--- src/verilog/dcf_pkg.sv ---
/*
 * dcf_pkg: constants and carrier types for the debug comparator B/C and
 * trace fifo read-out block. Assumes byte registers on a 32-bit apb bus.
 */
package dcf_pkg;
   // printed offsets are not word multiples: kept as indexes, byte address is 4x
   localparam logic [15:0] DCF_IDX_CBH = 16'h3012;
   localparam logic [15:0] DCF_IDX_CBL = 16'h3013;
   localparam logic [15:0] DCF_IDX_CCH = 16'h3014;
   localparam logic [15:0] DCF_IDX_CCL = 16'h3015;
   localparam logic [15:0] DCF_IDX_FH = 16'h3016;
   localparam logic [15:0] DCF_IDX_FL = 16'h3017;
   localparam logic [15:0] DCF_IDX_CTRL = 16'h3020;
   localparam logic [15:0] DCF_IDX_STAT = 16'h3021;
   localparam logic [7:0] DCF_RST_BYTE = 8'h00;
   localparam logic [7:0] DCF_EVT_HIGH = 8'h00;
   localparam int DCF_CTRL_FULL_BIT = 0;
   localparam int DCF_CTRL_EVT_BIT = 1;
   localparam int DCF_STAT_VALID_BIT = 0;
   localparam int DCF_STAT_MB_BIT = 1;
   localparam int DCF_STAT_MC_BIT = 2;

   // monitored cpu bus cycle
   typedef struct packed {
      logic valid;
      logic [15:0] addr;
      logic [7:0] data;
   } dcf_bus_t;

   // one trace word
   typedef struct packed {
      logic [7:0] high;
      logic [7:0] low;
   } dcf_word_t;
endpackage : dcf_pkg

--- src/verilog/dcf_top.sv ---
/*
 * dcf_top: comparator B and C value registers, address match logic and the
 * trace fifo read-out port of the debug unit, reached over apb.
 * Assumes the monitored cpu bus is on clk; trace words arrive from trace logic.
 */
// Summary of operation
// - power-on or ordinary reset clears comparator and fifo read-out registers to zero.
// - after end-run reset contents are undefined; any value is acceptable.
// - trace-ending reset with debug enabled, begin clear, keeps previous register values.
// - comparator B high bits set required level of address bits 15..8.
// - full mode ignores the comparator B high byte.
// - comparator B low bits set required level of address bits 7..0.
// - comparator C high bits set required level of address bits 15..8.
// - comparator C low bits set required level of address bits 7..0.
// - fifo high read-out returns bits 15..8 of current fifo word.
// - in event-only modes fifo high read-out returns 0x00.
// - fifo low read-out returns low byte; reading it advances to next entry.
// - in full mode comparator B matches data instead of an address.
`timescale 1ns/1ps
module dcf_top
   import dcf_pkg::*;
(
   input wire logic clk,
   input wire logic rst_n,
   input wire logic trace_end_rst,
   input wire logic debug_enable_bit,
   input wire logic begin_trace,
   input wire logic psel,
   input wire logic penable,
   input wire logic pwrite,
   input wire logic [31:0] paddr,
   input wire logic [31:0] pwdata,
   input wire logic [3:0] pstrb,
   output logic [31:0] prdata,
   output logic pready,
   output logic pslverr,
   input wire dcf_bus_t cpu_bus,
   input wire logic trace_valid,
   output logic trace_ready,
   input wire dcf_word_t trace_word,
   output logic match_b,
   output logic match_c
);
   logic [7:0] cbh_q, cbh_d, cbl_q, cbl_d, cch_q, cch_d, ccl_q, ccl_d;
   logic full_q, full_d, evt_q, evt_d;
   logic [31:0] prdata_q, prdata_d;
   logic match_b_q, match_b_d, match_c_q, match_c_d;
   logic retain, wr_en, rd_en, low_pop;
   logic acc, rd_cap, done_q, done_d, arm_q, arm_d;
   logic [15:0] cmp_b_bits, cmp_c_bits, eq_b, eq_c;
   logic [15:0] idx;
   logic hit;
   logic fifo_valid;
   dcf_word_t fifo_word;

   // held-value reset: when a trace ends by reset with debug on and begin clear
   // retain qualify
   assign retain = trace_end_rst && debug_enable_bit && !begin_trace;

   // apb decode; one wait state so read data can leave from a flop:
   // the first access cycle loads prdata_q, the second completes the transfer
   assign idx = paddr[17:2];
   assign acc = psel && penable;
   assign pready = acc && done_q;
   assign wr_en = pready && pwrite;
   assign rd_en = pready && !pwrite;
   assign rd_cap = acc && !done_q && !pwrite;
   // handshake state; a low-byte read pops only if its answer came from a real entry,
   // so a word that lands between the two access cycles is not lost
   always_comb begin
      done_d = acc && !done_q;
      arm_d = arm_q;
      if (rd_cap) begin
         arm_d = fifo_valid;
      end
   end
   always_comb begin
      hit = (paddr[1:0] == 2'h0) && (paddr[31:18] == 14'h0) &&
            ((idx >= DCF_IDX_CBH && idx <= DCF_IDX_FL) || idx == DCF_IDX_CTRL || idx == DCF_IDX_STAT);
   end
   assign pslverr = pready && (!hit || (pwrite && (idx == DCF_IDX_FH || idx == DCF_IDX_FL ||
                    idx == DCF_IDX_STAT)));

   // reading the low byte pops the buffer, giving the next entry
   // pop on read
   assign low_pop = rd_en && hit && idx == DCF_IDX_FL && arm_q;

   dcf_buf2 #(.WIDTH(16)) dcf_buf2_inst (
      .clk(clk),
      .rst_n(rst_n),
      .in_valid(trace_valid),
      .in_ready(trace_ready),
      .in_data(trace_word),
      .out_valid(fifo_valid),
      .out_ready(low_pop),
      .out_data(fifo_word)
   );

   // register writes; only byte lane 0 carries the 8-bit values
   always_comb begin
      cbh_d = cbh_q;
      cbl_d = cbl_q;
      cch_d = cch_q;
      ccl_d = ccl_q;
      full_d = full_q;
      evt_d = evt_q;
      if (wr_en && hit && pstrb[0] && !retain) begin
         case (idx)
            DCF_IDX_CBH: cbh_d = pwdata[7:0];
            DCF_IDX_CBL: cbl_d = pwdata[7:0];
            DCF_IDX_CCH: cch_d = pwdata[7:0];
            DCF_IDX_CCL: ccl_d = pwdata[7:0];
            DCF_IDX_CTRL: begin
               full_d = pwdata[DCF_CTRL_FULL_BIT];
               evt_d = pwdata[DCF_CTRL_EVT_BIT];
            end
            default: ;
         endcase
      end
   end

   // read mux, registered into prdata; fifo reads show zero when empty
   always_comb begin
      prdata_d = prdata_q;
      if (rd_cap) begin
         prdata_d = 32'h0;
         case (idx)
            DCF_IDX_CBH: prdata_d[7:0] = cbh_q;
            DCF_IDX_CBL: prdata_d[7:0] = cbl_q;
            DCF_IDX_CCH: prdata_d[7:0] = cch_q;
            DCF_IDX_CCL: prdata_d[7:0] = ccl_q;
            DCF_IDX_FH: prdata_d[7:0] = (!fifo_valid || evt_q) ? DCF_EVT_HIGH : fifo_word.high;
            DCF_IDX_FL: prdata_d[7:0] = fifo_valid ? fifo_word.low : DCF_RST_BYTE;
            DCF_IDX_CTRL: begin
               prdata_d[DCF_CTRL_FULL_BIT] = full_q;
               prdata_d[DCF_CTRL_EVT_BIT] = evt_q;
            end
            DCF_IDX_STAT: begin
               prdata_d[DCF_STAT_VALID_BIT] = fifo_valid;
               prdata_d[DCF_STAT_MB_BIT] = match_b_q;
               prdata_d[DCF_STAT_MC_BIT] = match_c_q;
            end
            default: prdata_d = 32'h0;
         endcase
      end
   end
   // read data leaves from a flop, loaded in the first access cycle
   assign prdata = prdata_q;

   // per-bit compare: each stored bit gives the level its address bit must have
   assign cmp_b_bits = {cbh_q, cbl_q};
   assign cmp_c_bits = {cch_q, ccl_q};
   for (genvar i = 0; i < 16; i++) begin : g_bit_cmp
      assign eq_b[i] = (cpu_bus.addr[i] == cmp_b_bits[i]);
      assign eq_c[i] = (cpu_bus.addr[i] == cmp_c_bits[i]);
   end

   // comparators evaluate one bus cycle and register the result
   always_comb begin
      match_b_d = 1'b0;
      match_c_d = 1'b0;
      if (cpu_bus.valid) begin
         if (full_q) begin
            match_b_d = (cpu_bus.data == cbl_q);
         end else begin
            match_b_d = &eq_b;
         end
         match_c_d = &eq_c;
      end
   end
   assign match_b = match_b_q;
   assign match_c = match_c_q;

   // clear on reset; end-run reset on trace_end_rst leaves the values as they were, which is allowed
   always_ff @(posedge clk or negedge rst_n) begin
      if (!rst_n) begin
         cbh_q <= DCF_RST_BYTE;
         cbl_q <= DCF_RST_BYTE;
         cch_q <= DCF_RST_BYTE;
         ccl_q <= DCF_RST_BYTE;
         full_q <= 1'b0;
         evt_q <= 1'b0;
         prdata_q <= 32'h0;
         match_b_q <= 1'b0;
         match_c_q <= 1'b0;
         done_q <= 1'b0;
         arm_q <= 1'b0;
      end else begin
         cbh_q <= cbh_d;
         cbl_q <= cbl_d;
         cch_q <= cch_d;
         ccl_q <= ccl_d;
         full_q <= full_d;
         evt_q <= evt_d;
         prdata_q <= prdata_d;
         match_b_q <= match_b_d;
         match_c_q <= match_c_d;
         done_q <= done_d;
         arm_q <= arm_d;
      end
   end

   // assertions
   property p_reset_clear;
      @(posedge clk) $rose(rst_n) |->
         (cbh_q == DCF_RST_BYTE && cbl_q == DCF_RST_BYTE && cch_q == DCF_RST_BYTE && ccl_q == DCF_RST_BYTE);
   endproperty
   a_reset_clear: assert property (p_reset_clear) else $error("registers not zero after reset");

   property p_retain;
      @(posedge clk) disable iff (!rst_n)
         retain |=> $stable(cbh_q) && $stable(cbl_q) && $stable(cch_q) && $stable(ccl_q);
   endproperty
   a_retain: assert property (p_retain) else $error("registers changed during retain");

   property p_match_b_addr;
      @(posedge clk) disable iff (!rst_n)
         (cpu_bus.valid && !full_q && cpu_bus.addr == {cbh_q, cbl_q}) |=> match_b_q;
   endproperty
   a_match_b_addr: assert property (p_match_b_addr) else $error("comparator B missed address");

   property p_match_b_miss;
      @(posedge clk) disable iff (!rst_n)
         (cpu_bus.valid && !full_q && cpu_bus.addr != {cbh_q, cbl_q}) |=> !match_b_q;
   endproperty
   a_match_b_miss: assert property (p_match_b_miss) else $error("comparator B false address match");

   property p_full_data;
      @(posedge clk) disable iff (!rst_n)
         (cpu_bus.valid && full_q) |=> (match_b_q == ($past(cpu_bus.data) == $past(cbl_q)));
   endproperty
   a_full_data: assert property (p_full_data) else $error("full mode data compare wrong");

   property p_match_c;
      @(posedge clk) disable iff (!rst_n)
         cpu_bus.valid |=> (match_c_q == ($past(cpu_bus.addr) == {$past(cch_q), $past(ccl_q)}));
   endproperty
   a_match_c: assert property (p_match_c) else $error("comparator C match wrong");

   property p_no_match_idle;
      @(posedge clk) disable iff (!rst_n) !cpu_bus.valid |=> !match_b_q && !match_c_q;
   endproperty
   a_no_match_idle: assert property (p_no_match_idle) else $error("match without a bus cycle");

   property p_cbl_write;
      @(posedge clk) disable iff (!rst_n)
         (wr_en && hit && pstrb[0] && !retain && idx == DCF_IDX_CBL) |=> cbl_q == $past(pwdata[7:0]);
   endproperty
   a_cbl_write: assert property (p_cbl_write) else $error("comparator B low write lost");

   property p_cch_write;
      @(posedge clk) disable iff (!rst_n)
         (wr_en && hit && pstrb[0] && !retain && idx == DCF_IDX_CCH) |=> cch_q == $past(pwdata[7:0]);
   endproperty
   a_cch_write: assert property (p_cch_write) else $error("comparator C high write lost");

   property p_ready_wait;
      @(posedge clk) disable iff (!rst_n) (psel && !penable) |=> !pready;
   endproperty
   a_ready_wait: assert property (p_ready_wait) else $error("ready before read data loaded");

   property p_evt_high;
      @(posedge clk) disable iff (!rst_n)
         (rd_cap && idx == DCF_IDX_FH && evt_q) |=> prdata[7:0] == DCF_EVT_HIGH;
   endproperty
   a_evt_high: assert property (p_evt_high) else $error("event-only high byte not zero");

   property p_high_byte;
      @(posedge clk) disable iff (!rst_n)
         (rd_cap && idx == DCF_IDX_FH && !evt_q && fifo_valid) |=> prdata[7:0] == $past(fifo_word.high);
   endproperty
   a_high_byte: assert property (p_high_byte) else $error("high byte wrong");

   property p_empty_fl_zero;
      @(posedge clk) disable iff (!rst_n)
         (rd_cap && idx == DCF_IDX_FL && !fifo_valid) |=> prdata == 32'h0;
   endproperty
   a_empty_fl_zero: assert property (p_empty_fl_zero) else $error("empty low byte read not zero");

   property p_fl_write_refused;
      @(posedge clk) disable iff (!rst_n) (pready && pwrite && idx == DCF_IDX_FL) |-> pslverr;
   endproperty
   a_fl_write_refused: assert property (p_fl_write_refused) else $error("low byte write accepted");

   property p_low_adv;
      @(posedge clk) disable iff (!rst_n)
         (low_pop && fifo_valid && !trace_valid) |=> !$stable(dcf_buf2_inst.rd_q);
   endproperty
   a_low_adv: assert property (p_low_adv) else $error("low read did not advance");

   c_match_b: cover property (@(posedge clk) disable iff (!rst_n) match_b_q);
   c_match_c: cover property (@(posedge clk) disable iff (!rst_n) match_c_q);
   c_pop: cover property (@(posedge clk) disable iff (!rst_n) low_pop && fifo_valid);
   c_full: cover property (@(posedge clk) disable iff (!rst_n) !trace_ready);
   c_retain_write: cover property (@(posedge clk) disable iff (!rst_n) retain && wr_en);
endmodule : dcf_top

--- src/verilog/dcf_buf2.sv ---
/*
 * dcf_buf2: two-entry valid/ready buffer of flip-flops.
 * Assumes one clock; contents clear only on rst_n, a trace-end reset leaves them.
 */
`timescale 1ns/1ps
module dcf_buf2 #(
   parameter int WIDTH = 16
) (
   input wire logic clk,
   input wire logic rst_n,
   input wire logic in_valid,
   output logic in_ready,
   input wire logic [WIDTH-1:0] in_data,
   output logic out_valid,
   input wire logic out_ready,
   output logic [WIDTH-1:0] out_data
);
   logic [WIDTH-1:0] mem_q [2];
   logic [WIDTH-1:0] mem_d [2];
   logic rd_q, rd_d, wr_q, wr_d;
   logic [1:0] cnt_q, cnt_d;
   logic push, pop;

   // pointer and count update; out_data is not a flop but a mux of the two entry flops, selected by rd_q
   always_comb begin
      push = in_valid && in_ready;
      pop = out_valid && out_ready;
      mem_d = mem_q;
      wr_d = wr_q;
      rd_d = rd_q;
      cnt_d = cnt_q;
      if (push) begin
         mem_d[wr_q] = in_data;
         wr_d = ~wr_q;
      end
      if (pop) begin
         rd_d = ~rd_q;
      end
      if (push && !pop) begin
         cnt_d = cnt_q + 2'h1;
      end else if (pop && !push) begin
         cnt_d = cnt_q - 2'h1;
      end
   end

   assign in_ready = (cnt_q != 2'h2);
   assign out_valid = (cnt_q != 2'h0);
   assign out_data = mem_q[rd_q];

   always_ff @(posedge clk or negedge rst_n) begin
      if (!rst_n) begin
         mem_q[0] <= '0;
         mem_q[1] <= '0;
         wr_q <= 1'b0;
         rd_q <= 1'b0;
         cnt_q <= 2'h0;
      end else begin
         mem_q <= mem_d;
         wr_q <= wr_d;
         rd_q <= rd_d;
         cnt_q <= cnt_d;
      end
   end

   property p_no_overflow;
      @(posedge clk) disable iff (!rst_n) cnt_q <= 2'h2;
   endproperty
   a_no_overflow: assert property (p_no_overflow) else $error("buffer count above two");
endmodule : dcf_buf2

--- config.mk ---
export PLATFORM = sky130hd
export DESIGN_NAME = dcf_top
export DESIGN_NICKNAME = d
export VERILOG_FILES = /design/src/verilog/dcf_pkg.sv /design/src/verilog/dcf_top.sv /design/src/verilog/dcf_buf2.sv
export SDC_FILE = /design/constraint.sdc
export NUM_CORES = 1
export LEC_CHECK = 0
export BUFFER_PORTS_ARGS = -buffer_cell sky130_fd_sc_hd__buf_2
export CORE_ASPECT_RATIO = 0.8
export CORE_MARGIN = 1.5
export CORE_UTILIZATION = 24
export DETAILED_ROUTE_END_ITERATION = 8
export PLACE_DENSITY = 0.55
export SLEW_MARGIN = 30
export SYNTH_ARGS = -nofsm -noshare
export SYNTH_HDL_FRONTEND = slang
export SYNTH_SLANG_ARGS = --single-unit
--- constraint.sdc ---
create_clock -name clk -period 5.2 [get_ports clk]
set_input_delay 0 -clock clk [delete_from_list [all_inputs] [get_ports clk]]
set_output_delay 0 -clock clk [all_outputs]
set_load 0.02 [all_outputs]
Word level (Yosys, flattened, before mapping) --
Index checks and enable logic that the tools add are counted.
Storage, ports and cells: input port bits 118, output and inout bits 37, register bits after elaboration 82, word-level logic and storage cells 134
Operators by class: order comparisons 5, reduce and logical (&&, ||, !) cells 49, bitwise gates (word level) 4, mux-type cells 16, equal/unequal tests 42, add/sub/neg operators 2
Operators by type and width (number):
- == test 16 x 14 -> 1 bit (second input constant) | 8
- 2-to-1 mux 16 bit | 4
- bitwise mux 32 bit | 1
- == test 1 bit | 32
- AND reduction 16 bit | 2
- one-hot mux 5 bit (6 select lines) | 1
- logical AND 1 bit | 24
- demux 16 bit (select 1 bit) | 1
- greater-or-equal comparator 16 x 14 -> 1 bit (second input constant) | 1
- less-or-equal comparator 16 x 14 -> 1 bit (second input constant) | 1
- 2-to-1 mux 8 bit | 2
- one-hot mux 2 bit (8 select lines) | 1
- logical NOT 14 bit | 1
- AND reduction 2 bit | 5
- == test 8 bit | 1
- logical NOT 1 bit | 8
- one-hot mux 1 bit (7 select lines) | 1
- logical OR 1 bit | 6
- greater-or-equal comparator 2 bit (second input constant) | 2
- 2-to-1 mux 2 bit | 2
- NOT 1 -> 2 bit | 2
- nonzero test 2 bit | 2
- 2-to-1 mux 1 bit | 3
- adder 2 x 1 -> 2 bit (second input constant) | 1
- other kinds (5) | 6

Depth between registers and ports, before layout --
Gate-level depths: netlist of run 1.
depth in word-level cells 12, gate-level depth with buffers 8, depth with buffers taken out 8

Hierarchy --
Synthesis of run 1 repeated with hierarchy kept, for this count alone.
Second synthesis, totals: cell total of the unflattened synthesis 416, area total of the unflattened synthesis 4847.1 um^2
Modules (own cells, without submodules):
- dcf_top | cells an instance 313, area each 3151.8 um^2, instances 1, sequential area each 1151.1 um^2
- dcf_buf2 | cells an instance 103, area each 1695.4 um^2, instances 1, sequential area each 900.9 um^2

Worst setup path before layout of run 1 --
Ideal clock, no wire load.
path kind register -> register, from register done_q, to register cbh_q[0], setup slack 3.100 ns, arrival time 1.975 ns, library setup time 0.125 ns, stages on the path, launching flop included 6, data required time 5.075 ns, buffers on the path 0, clock period less this slack 2.100 ns, cell sequence dfrtp_1 > nand3_1 > a311oi_1 > o2111ai_4 > nor4_4 > mux2_2
Between the ends: cells in the longest elaborated chain, start to end 6
Ends and longest elaborated chain:
- start, declared | line dcf_top.sv:49 | logic acc, rd_cap, done_q, done_d, arm_q, arm_d;
- start signal, assigned | line dcf_top.sv:198 | done_q <= done_d;
- logical AND 1 bit | line dcf_top.sv:64 | assign pready = acc && done_q;
- logical AND 1 bit | line dcf_top.sv:65 | assign wr_en = pready && pwrite;
- logical AND 1 bit (3 in a row) | line dcf_top.sv:107 | if (wr_en && hit && pstrb[0] && !retain) begin
- AND reduction 2 bit (no source line)
- end signal, assigned | line dcf_top.sv:189 | cbh_q <= cbh_d;
- end, declared | line dcf_top.sv:44 | logic [7:0] cbh_q, cbh_d, cbl_q, cbl_d, cch_q, cch_d, ccl_q, ccl_d;
Every way passes these cells. A chain may end at the register's enable or synchronous reset.

Final worst setup path of run 1 --
from register done_q, to register cbh_q[6]
The elaborated chain is that of the path after synthesis.

==> out/metrics.csv, run 1 <==
metric;value;unit
dominant cell by count in the synthesized netlist;dfrtp_1;
WHS Path Cells;3;
FMAX;363;MHz
clock-pin slew on the worst setup and hold paths;60;ps
Mapped Area;4620;sq um
TNS Setup;0;ps
Clk Tree Root Cell;clkbuf_16;
DRT iter0 DRCs;229;
min cycle time layout;2750;ps
r2r startpoint;done_q;
Crit. End Element;flop;
Max-Cap Viols;0;
hold path endpoint;dcf_buf2_inst.wr_q;
I/O pins;155;
DR DRC count;0;
largest net degree at the start of global routing;83;
CP required;5420;ps
Static Leak;0.00272;uW
Seq/Total Area, Yosys;44.4;%
Die Ht;127;um
synthesis warning total;0;
Worst-Margin Slew;858;ps
Synth area leader;dfrtp_1;
top post-synthesis cells by area;dfrtp_1 (44%), mux2_2 (18%), xor2_1 (5.5%);
global route total overflow;0;
Most used DFF post-synth;dfrtp_1;
CTS Buffer Depth;2;
r2r setup slk;2450;ps
Starting Density;24.4;%
status;complete, no violations;
Hold Path Origin;trace_valid;
Antenna diodes;0;
RePlAce Congestion;0.813;
Post-synth top cells;dfrtp_1 (82), mux2_2 (74), xor2_1 (29);
CP max FO;8;
crit path DAT;2980;ps
clk_skew;7.65;ps
# clock sinks;82;
fraction of layout cells with a size suffix above 1;40.4;%
area grow syn2layout;27.9;%
vias in the first global route;3717;
setup violators final;0;
Distinct cells, synth;56;
clk_lat worst skew;340;ps
EDFF count, synth;0;
worst reg-to-reg path cell count;5;
vias post-DR;3524;
H-tree depth;3;
placed cell count;741;
Post-Route WL;13100;um
Nets;641;
final period utilization;53.0;%
hold slack;8.95;ps
global-route wire length before repair;20500;um
initial antenna violation count;0;
RR Endpoint;cbh_q[6];
Cells after Synth;388;
pre-CTS setup slack;2440;ps
CP Launch Type;flop;
Rel. slew slack;42.5;%
Seq cells post-synth;82;
setup ws final;2450;ps
die area;20100;sq um
global router's overall resource usage;13.5;%
cts bufs inserted;9;
setup bufs post-CTS;0;
final slew viol count;0;
kind of critical path;reg2reg;
HP Class;in2reg;
first-pass iteration count of the detailed router;4;
DR WL/cell;16.7;um
asr flop ratio synth;100;%
final number of hold-violating endpoints;0;
Avg Cell Area, Syn;11.9;sq um
unrepaired setup endpoints after global routing;no;
CTS tree;done;
Core Box Area;18900;sq um
post-synth top area share;44.4;%
buffers added on ports;103;
DR vias/cell;4.49;
# rows;45;
post-DP HPWL;10100;um
Post-Layout Cell Count;785;
pwr dens;329;nW/um^2
Die W;158;um
remaining antenna violation count;0;
Max rail drop VDD;0.160;mV
## area by class of cell
type | count | area (sq um)
sequential | 82 | 2050
clock buffer | 12 | 246
tap | 258 | 323
multi-input combinational | 292 | 2430
timing repair buffer | 133 | 817
fill | 1966 | 13000
inverter | 4 | 15.0
clock inverter | 4 | 27.5
## timing repair
item	4_1_cts	5_1_grt
gates resized for setup	0	0
endpoints found under the hold margin	147	0
hold buffers	28	0
## per-stage QoR
stage                     cell area [sq um]  utilization (%)  total power, uW
after global placement                 5340             28.2             1330
after CTS                              5910             31.2             1970
after detailed placement               5360             28.3             1360
final                                  5910             31.2             1940
after global routing                   5910             31.2             2070
after floorplan                        4710                -             1200
## power breakdown
part	leakage (uW)	internal [uW]	switching [uW]	total, uW
clock	0.000137	337	250	587
sequential	0.00106	791	80.8	872
combinational	0.00153	260	223	483
total	0.00272	1390	554	1940
## worst max-delay path by stage
stage | endpoint | slack (ps) | from | depth (start not counted)
after global routing | cbh_q[6] | 2250 | done_q | 5
after floorplan | cbh_q[0] | 3100 | done_q | 5
after detailed placement | cbh_q[1] | 2440 | done_q | 5
after global placement | cbh_q[5] | 2480 | done_q | 5
after CTS | cbh_q[1] | 2430 | done_q | 5
final | cbh_q[6] | 2450 | done_q | 5
## cell usage in the layout (no fill, tap or decap), drive strengths merged, types with 3 or more instances in the layout
cell         count
or3              3
buf            105
xor2            29
mux2            82
nand2           15
o21ai            6
nor4b            3
inv              4
conb            24
clkinv           4
nor3             9
nor4            14
nand3            4
dlygate4sd3     28
a21oi            5
xnor2           16
clkbuf          12
nand4            6
nor2            20
dfrtp           82
a31oi            5
mux2i            9
a222oi           3
a22oi            8
or4              3
## registers in the layout, indices dropped and copies added (netlist names)
signal	count
match_b	1
dcf_buf2_inst.rd_q	1
dcf_buf2_inst.wr_q	1
cbl_q	8
match_c	1
dcf_buf2_inst.mem_q	32
cch_q	8
cbh_q	8
ccl_q	8
done_q	1
full_q	1
prdata	8
evt_q	1
arm_q	1
dcf_buf2_inst.cnt_q	2
## metal layers
| layer | global-route usage, % | routed length [um] |
|---|---|---|
| met5 | 0 | 0 |
| met4 | 2.80 | 110 |
| met3 | 2.75 | 735 |
| met2 | 21.8 | 6010 |
| met1 | 18.8 | 6260 |
## logic make-up after synthesis
group / count (synthesis) / synth area share, %
AND/OR/NAND/NOR: 89 / 12.1
flip-flops: 82 / 44.4
AO/OA/AOI/OAI: 42 / 6.93
other: 1 / 0.0811
adder cells (fa/ha/maj): 1 / 0.271
multiplexers: 91 / 22.6
XOR/XNOR: 45 / 8.53
buffers and inverters: 37 / 5.12
## worst max-delay path, stage by stage, from the launching register on
cell and delay, ps:
dfrtp_1 380, nand3_1 180, a311oi_1 640, o2111ai_4 290
nor4_4 740, mux2_2 410
No activity file was read; power rests on OpenSTA's default activity.
==> run 2, diff against run 1 <==
Settings changed: PLACE_DENSITY 0.55 to 0.57.
Clock period 5.2 ns to 2.3 ns, I/O delays scaled along.
==> run 2 against run 1 <==
  * Power is 130% higher
  * Critical path type unchanged
  * Largest power group unchanged
  * Core utilization is 1.0 points higher
  * Critical path depth is 2 higher
  * Final cell count is 2.5% higher
  * Critical endpoint is now cbh_q[0]
  * Count of clock-buffer cells in the layout is 2 higher
  * Maximum frequency is 29% higher
==> out/metrics.csv, run 2 (synthesis gave the netlist of run 1 again) <==
metric;value;unit
Clk Tree Root Cell;clkbuf_16;
most common library cell in the layout ignoring fill and taps;buf_2;
RePlAce Congestion;0.860;
unrepaired setup endpoints after global routing;no;
DRT iter0 DRCs;235;
area grow syn2layout;32.1;%
global router's overall resource usage;13.5;%
TNS Setup;0;ps
pwr dens;742;nW/um^2
vias post-DR;3632;
cts bufs inserted;9;
crit path DAT;2350;ps
Rel. slew slack;48.1;%
final period utilization;93.0;%
setup bufs post-CTS;0;
# rows;45;
die area;20100;sq um
Die Ht;127;um
Post-Layout Cell Count;805;
max FFs per register;32;
post-DP HPWL;10300;um
global route total overflow;0;
CP Launch Type;flop;
Starting Density;24.4;%
global-route wire length before repair;20300;um
r2r setup slk;160;ps
Worst-Margin Slew;779;ps
placed cell areas;5510;sq um
DR vias/cell;4.51;
Core Box Area;18900;sq um
placed cell count;760;
largest net degree at the start of global routing;83;
Hold Path Origin;cpu_bus[12];
CP required;2510;ps
Static Leak;0.00282;uW
hold path endpoint;match_c;
clk_skew;7.94;ps
CTS Buffer Depth;2;
vias in the first global route;3743;
first-pass iteration count of the detailed router;5;
HP Class;in2reg;
buffers added on ports;103;
remaining antenna violation count;0;
# clock sinks;82;
Antenna diodes;0;
CP max FO;8;
Post-Route WL;13200;um
final number of hold-violating endpoints;0;
hold slack;21.7;ps
Die W;158;um
Crit. End Element;flop;
most frequent cells in the layout;buf_2 (102), dfrtp_1 (82), mux2_2 (74);
Max rail drop VDD;0.379;mV
fraction of layout cells with a size suffix above 1;42.2;%
FMAX;467;MHz
Max-Cap Viols;0;
DR WL/cell;16.4;um
min cycle time layout;2140;ps
fill count;1956;
status;complete, no violations;
worst reg-to-reg path cell count;7;
WHS Path Cells;4;
initial antenna violation count;0;
post-CTS resize count;0;
r2r startpoint;done_q;
CTS tree;done;
DR DRC count;0;
RR Endpoint;cbh_q[0];
Post-CTS Hold Fix Bufs;29;
kind of critical path;reg2reg;
setup violators final;0;
H-tree depth;3;
final slew viol count;0;
I/O pins;155;
Biggest register;dcf_buf2_inst.mem_q;
Non-Filler Cell Area, Final;6100;sq um
Nets;661;
clk_lat worst skew;340;ps
clock-pin slew on the worst setup and hold paths;60;ps
[run 2: cell count changes in the layout (fill, tap and decap cells not counted)]
cell / delta
clkbuf_8: +1
clkbuf_1: +1
buf_12: +2
clkinv_2: -1
nor4_4: -1
clkinv_4: -2
dlygate4sd3_1: +1
nor4_2: +1
buf_4: +17
bufinv_16: +1
[run 2: worst max path at each step]
| stage | start | to | cells after the start |
|---|---|---|---|
| 2_1_floorplan | done_q | cbh_q[0] | 5 |
| 4_1_cts | done_q | cbh_q[0] | 7 |
| 5_1_grt | done_q | ccl_q[2] | 7 |
| 3_5_place_dp | paddr[7] | cbh_q[0] | 7 |
| 3_3_place_gp | paddr[7] | cbh_q[5] | 7 |
| 6_report | done_q | cbh_q[0] | 7 |
[run 2: cell type report]
cell class | instances | area (sq um) | share of cell area, %
clock inverters | 2 | 35.0 | 0.574
multi-input cells | 292 | 2420 | 39.6
inverters | 4 | 15.0 | 0.246
well taps | 258 | 323 | 5.29
clock buffers | 14 | 264 | 4.33
flip-flops and latches | 82 | 2050 | 33.6
repair buffers | 153 | 995 | 16.3
[run 2: metal layers]
| layer | up-vias | GRT usage (%) | wire, um |
|---|---|---|---|
| li1 | 1702 | - | - |
| met1 | 1789 | 18.1 | 6120 |
| met3 | 5 | 4.00 | 888 |
| met4 | 0 | 1.98 | 51 |
| met5 | - | 0 | 0 |
| met2 | 136 | 21.8 | 6160 |
[run 2: power by group]
part	switching, uW	internal [uW]	total (uW)
clock	552	900	1450
sequential	180	1790	1970
combinational	510	598	1110
total	1240	3290	4530
[run 2: stage by stage]
step           utilization, %  total power (uW)  worst slack [ps]
2_1_floorplan               -              2720               200
3_3_place_gp             29.1              3020              88.2
3_5_place_dp             29.1              3070              51.3
4_1_cts                  32.3              4590               137
5_1_grt                  32.3              4790              44.0
6_report                 32.3              4530               160
[run 2: worst max-delay path: stages, from the launching register on]
cell,delay (ps)
dfrtp_1,400
nand3_1,120
a311oi_1,320
buf_4,190
o2111ai_4,160
nor4_4,310
buf_12,180
mux2_2,340
==> run 3, diff against run 2 <==
Settings changed: PLACE_DENSITY 0.57 to 0.55, REMOVE_ABC_BUFFERS set to 1.
Clock period 2.3 ns to 2.7 ns, I/O delays scaled along.
==> run 3 against run 2 <==
  * Global-route usage fell by 0.65 points
  * Final cell count fell by 1.4%
  * Flip-flop and latch count did not move
  * Critical endpoint is now ccl_q[6]
  * Critical path depth fell by 2
==> out/metrics.csv, run 3 (synthesis gave the netlist of run 1 again) <==
metric;value;unit
CTS tree;done;
final slew viol count;0;
H-tree depth;3;
Nets;650;
Core Box Area;18900;sq um
I/O pins;155;
most common library cell in the layout ignoring fill and taps;buf_2;
final number of hold-violating endpoints;0;
CP Launch Type;flop;
fraction of layout cells with a size suffix above 1;41.8;%
clock-pin slew on the worst setup and hold paths;60;ps
CTS Buffer Depth;2;
TNS Setup;0;ps
Die W;158;um
Rel. slew slack;48.8;%
# clock sinks;82;
FMAX;405;MHz
CP bufs+invs;0;
pwr dens;643;nW/um^2
Final Power;3860;uW
Antenna diodes;0;
Max-Cap Viols;0;
met1 Usage GRT;17.1;%
Clk Tree Root Cell;clkbuf_16;
# rows;45;
GRT met2 Usage;20.5;%
unrepaired setup endpoints after global routing;no;
hold slack;9.34;ps
Biggest register;dcf_buf2_inst.mem_q;
Crit. End Element;flop;
crit path DAT;2690;ps
HP Class;in2reg;
fill count;1943;
global-route wire length before repair;19600;um
clk_lat worst skew;340;ps
post-DP HPWL;10100;um
Post-Route WL;12800;um
RePlAce Congestion;0.828;
global router's overall resource usage;12.8;%
global route total overflow;0;
most frequent cells in the layout;buf_2 (102), dfrtp_1 (82), mux2_2 (74);
first-pass iteration count of the detailed router;4;
DR vias/cell;4.48;
vias in the first global route;3651;
clk_skew;8.97;ps
setup violators final;0;
DRT iter0 DRCs;187;
M3 GR Usage;3.66;%
DR DRC count;0;
min cycle time layout;2470;ps
Starting Density;24.4;%
buffers added on ports;103;
crit-path max cell delay;630;ps
cts bufs inserted;9;
kind of critical path;reg2reg;
Static Leak;0.00277;uW
status;complete, no violations;
CP top delay family;simple AND/OR/NAND/NOR gates;
Max rail drop VDD;0.326;mV
die area;20100;sq um
initial antenna violation count;0;
crit-path cells;nand3_1 -> a311oi_1 -> nand2_1 -> or3_1 -> mux2_4;
Slowest cell on crit path;or3_1;
DR WL/cell;16.1;um
Die Ht;127;um
setup bufs post-CTS;0;
max FFs per register;32;
area grow syn2layout;30.0;%
vias post-DR;3554;
CP max FO;8;
Worst-Margin Slew;766;ps
Top Usage Layer GRT;met2;
CP required;2920;ps
final period utilization;91.5;%
remaining antenna violation count;0;
largest net degree at the start of global routing;83;
## run 3: cell count changes in the layout (fill, tap and decap cells not counted), sizes merged
cell	change
inv	+2
clkinv	+2
dlygate4sd3	-1
buf	-10
clkbuf	-4
## run 3: final timing paths
check	from	slack [ps]	depth (start not counted)	end
min in group asynchronous	rst_n	260	2	cbl_q[2]
worst max-delay path	done_q	230	5	ccl_q[6]
max in group asynchronous	rst_n	1900	2	ccl_q[7]
worst max register to register	done_q	230	5	ccl_q[6]
worst min register to register	done_q	470	1	done_q
worst min-delay path	cpu_bus[14]	9	4	match_c
## run 3: layout make-up
cell class | count | area, sq um | area share [%]
Multi-Input combinational cell | 292 | 2420 | 40.3
Clock inverter | 6 | 73.8 | 1.23
Clock buffer | 10 | 239 | 3.98
Timing Repair Buffer | 142 | 885 | 14.7
Tap cell | 258 | 323 | 5.37
Inverter | 4 | 15.0 | 0.250
Sequential cell | 82 | 2050 | 34.2
## run 3: routing by layer
layer / routed length, um / share of wire [%]
met2: 5910 / 46
met4: 144 / 1.1
met3: 921 / 7.2
met5: 0 / 0
met1: 5810 / 45
## run 3: worst reg2reg max path: stages (launching register included)
cell      delay [ps]
dfrtp_1          380
nand3_1          170
a311oi_1         610
nand2_1          180
or3_1            630
mux2_4           390
## run 3: repair_timing
action / in CTS / in global routing
gates resized for setup: 0 / 0
setup endpoints to repair: 0 / 0
hold buffers: 28 / 0
hold endpoints to repair: 151 / 0
## run 3: report_power, final
group	leakage [uW]	internal, uW	switching [uW]	total, uW
logic	0.00156	502	425	927
clock network	0.000154	753	506	1260
registers	0.00106	1520	152	1670
## run 3: per-stage QoR
stage          instance area [sq um]  setup slack [ps]  cells  util [%]
2_1_floorplan                   4490               536    378         -
3_3_place_gp                    5410               298    750      28.6
3_5_place_dp                    5410               235    750      28.6
4_1_cts                         6010               227    794      31.8
5_1_grt                         6010               104    794      31.8
6_report                        6010               228    794      31.8
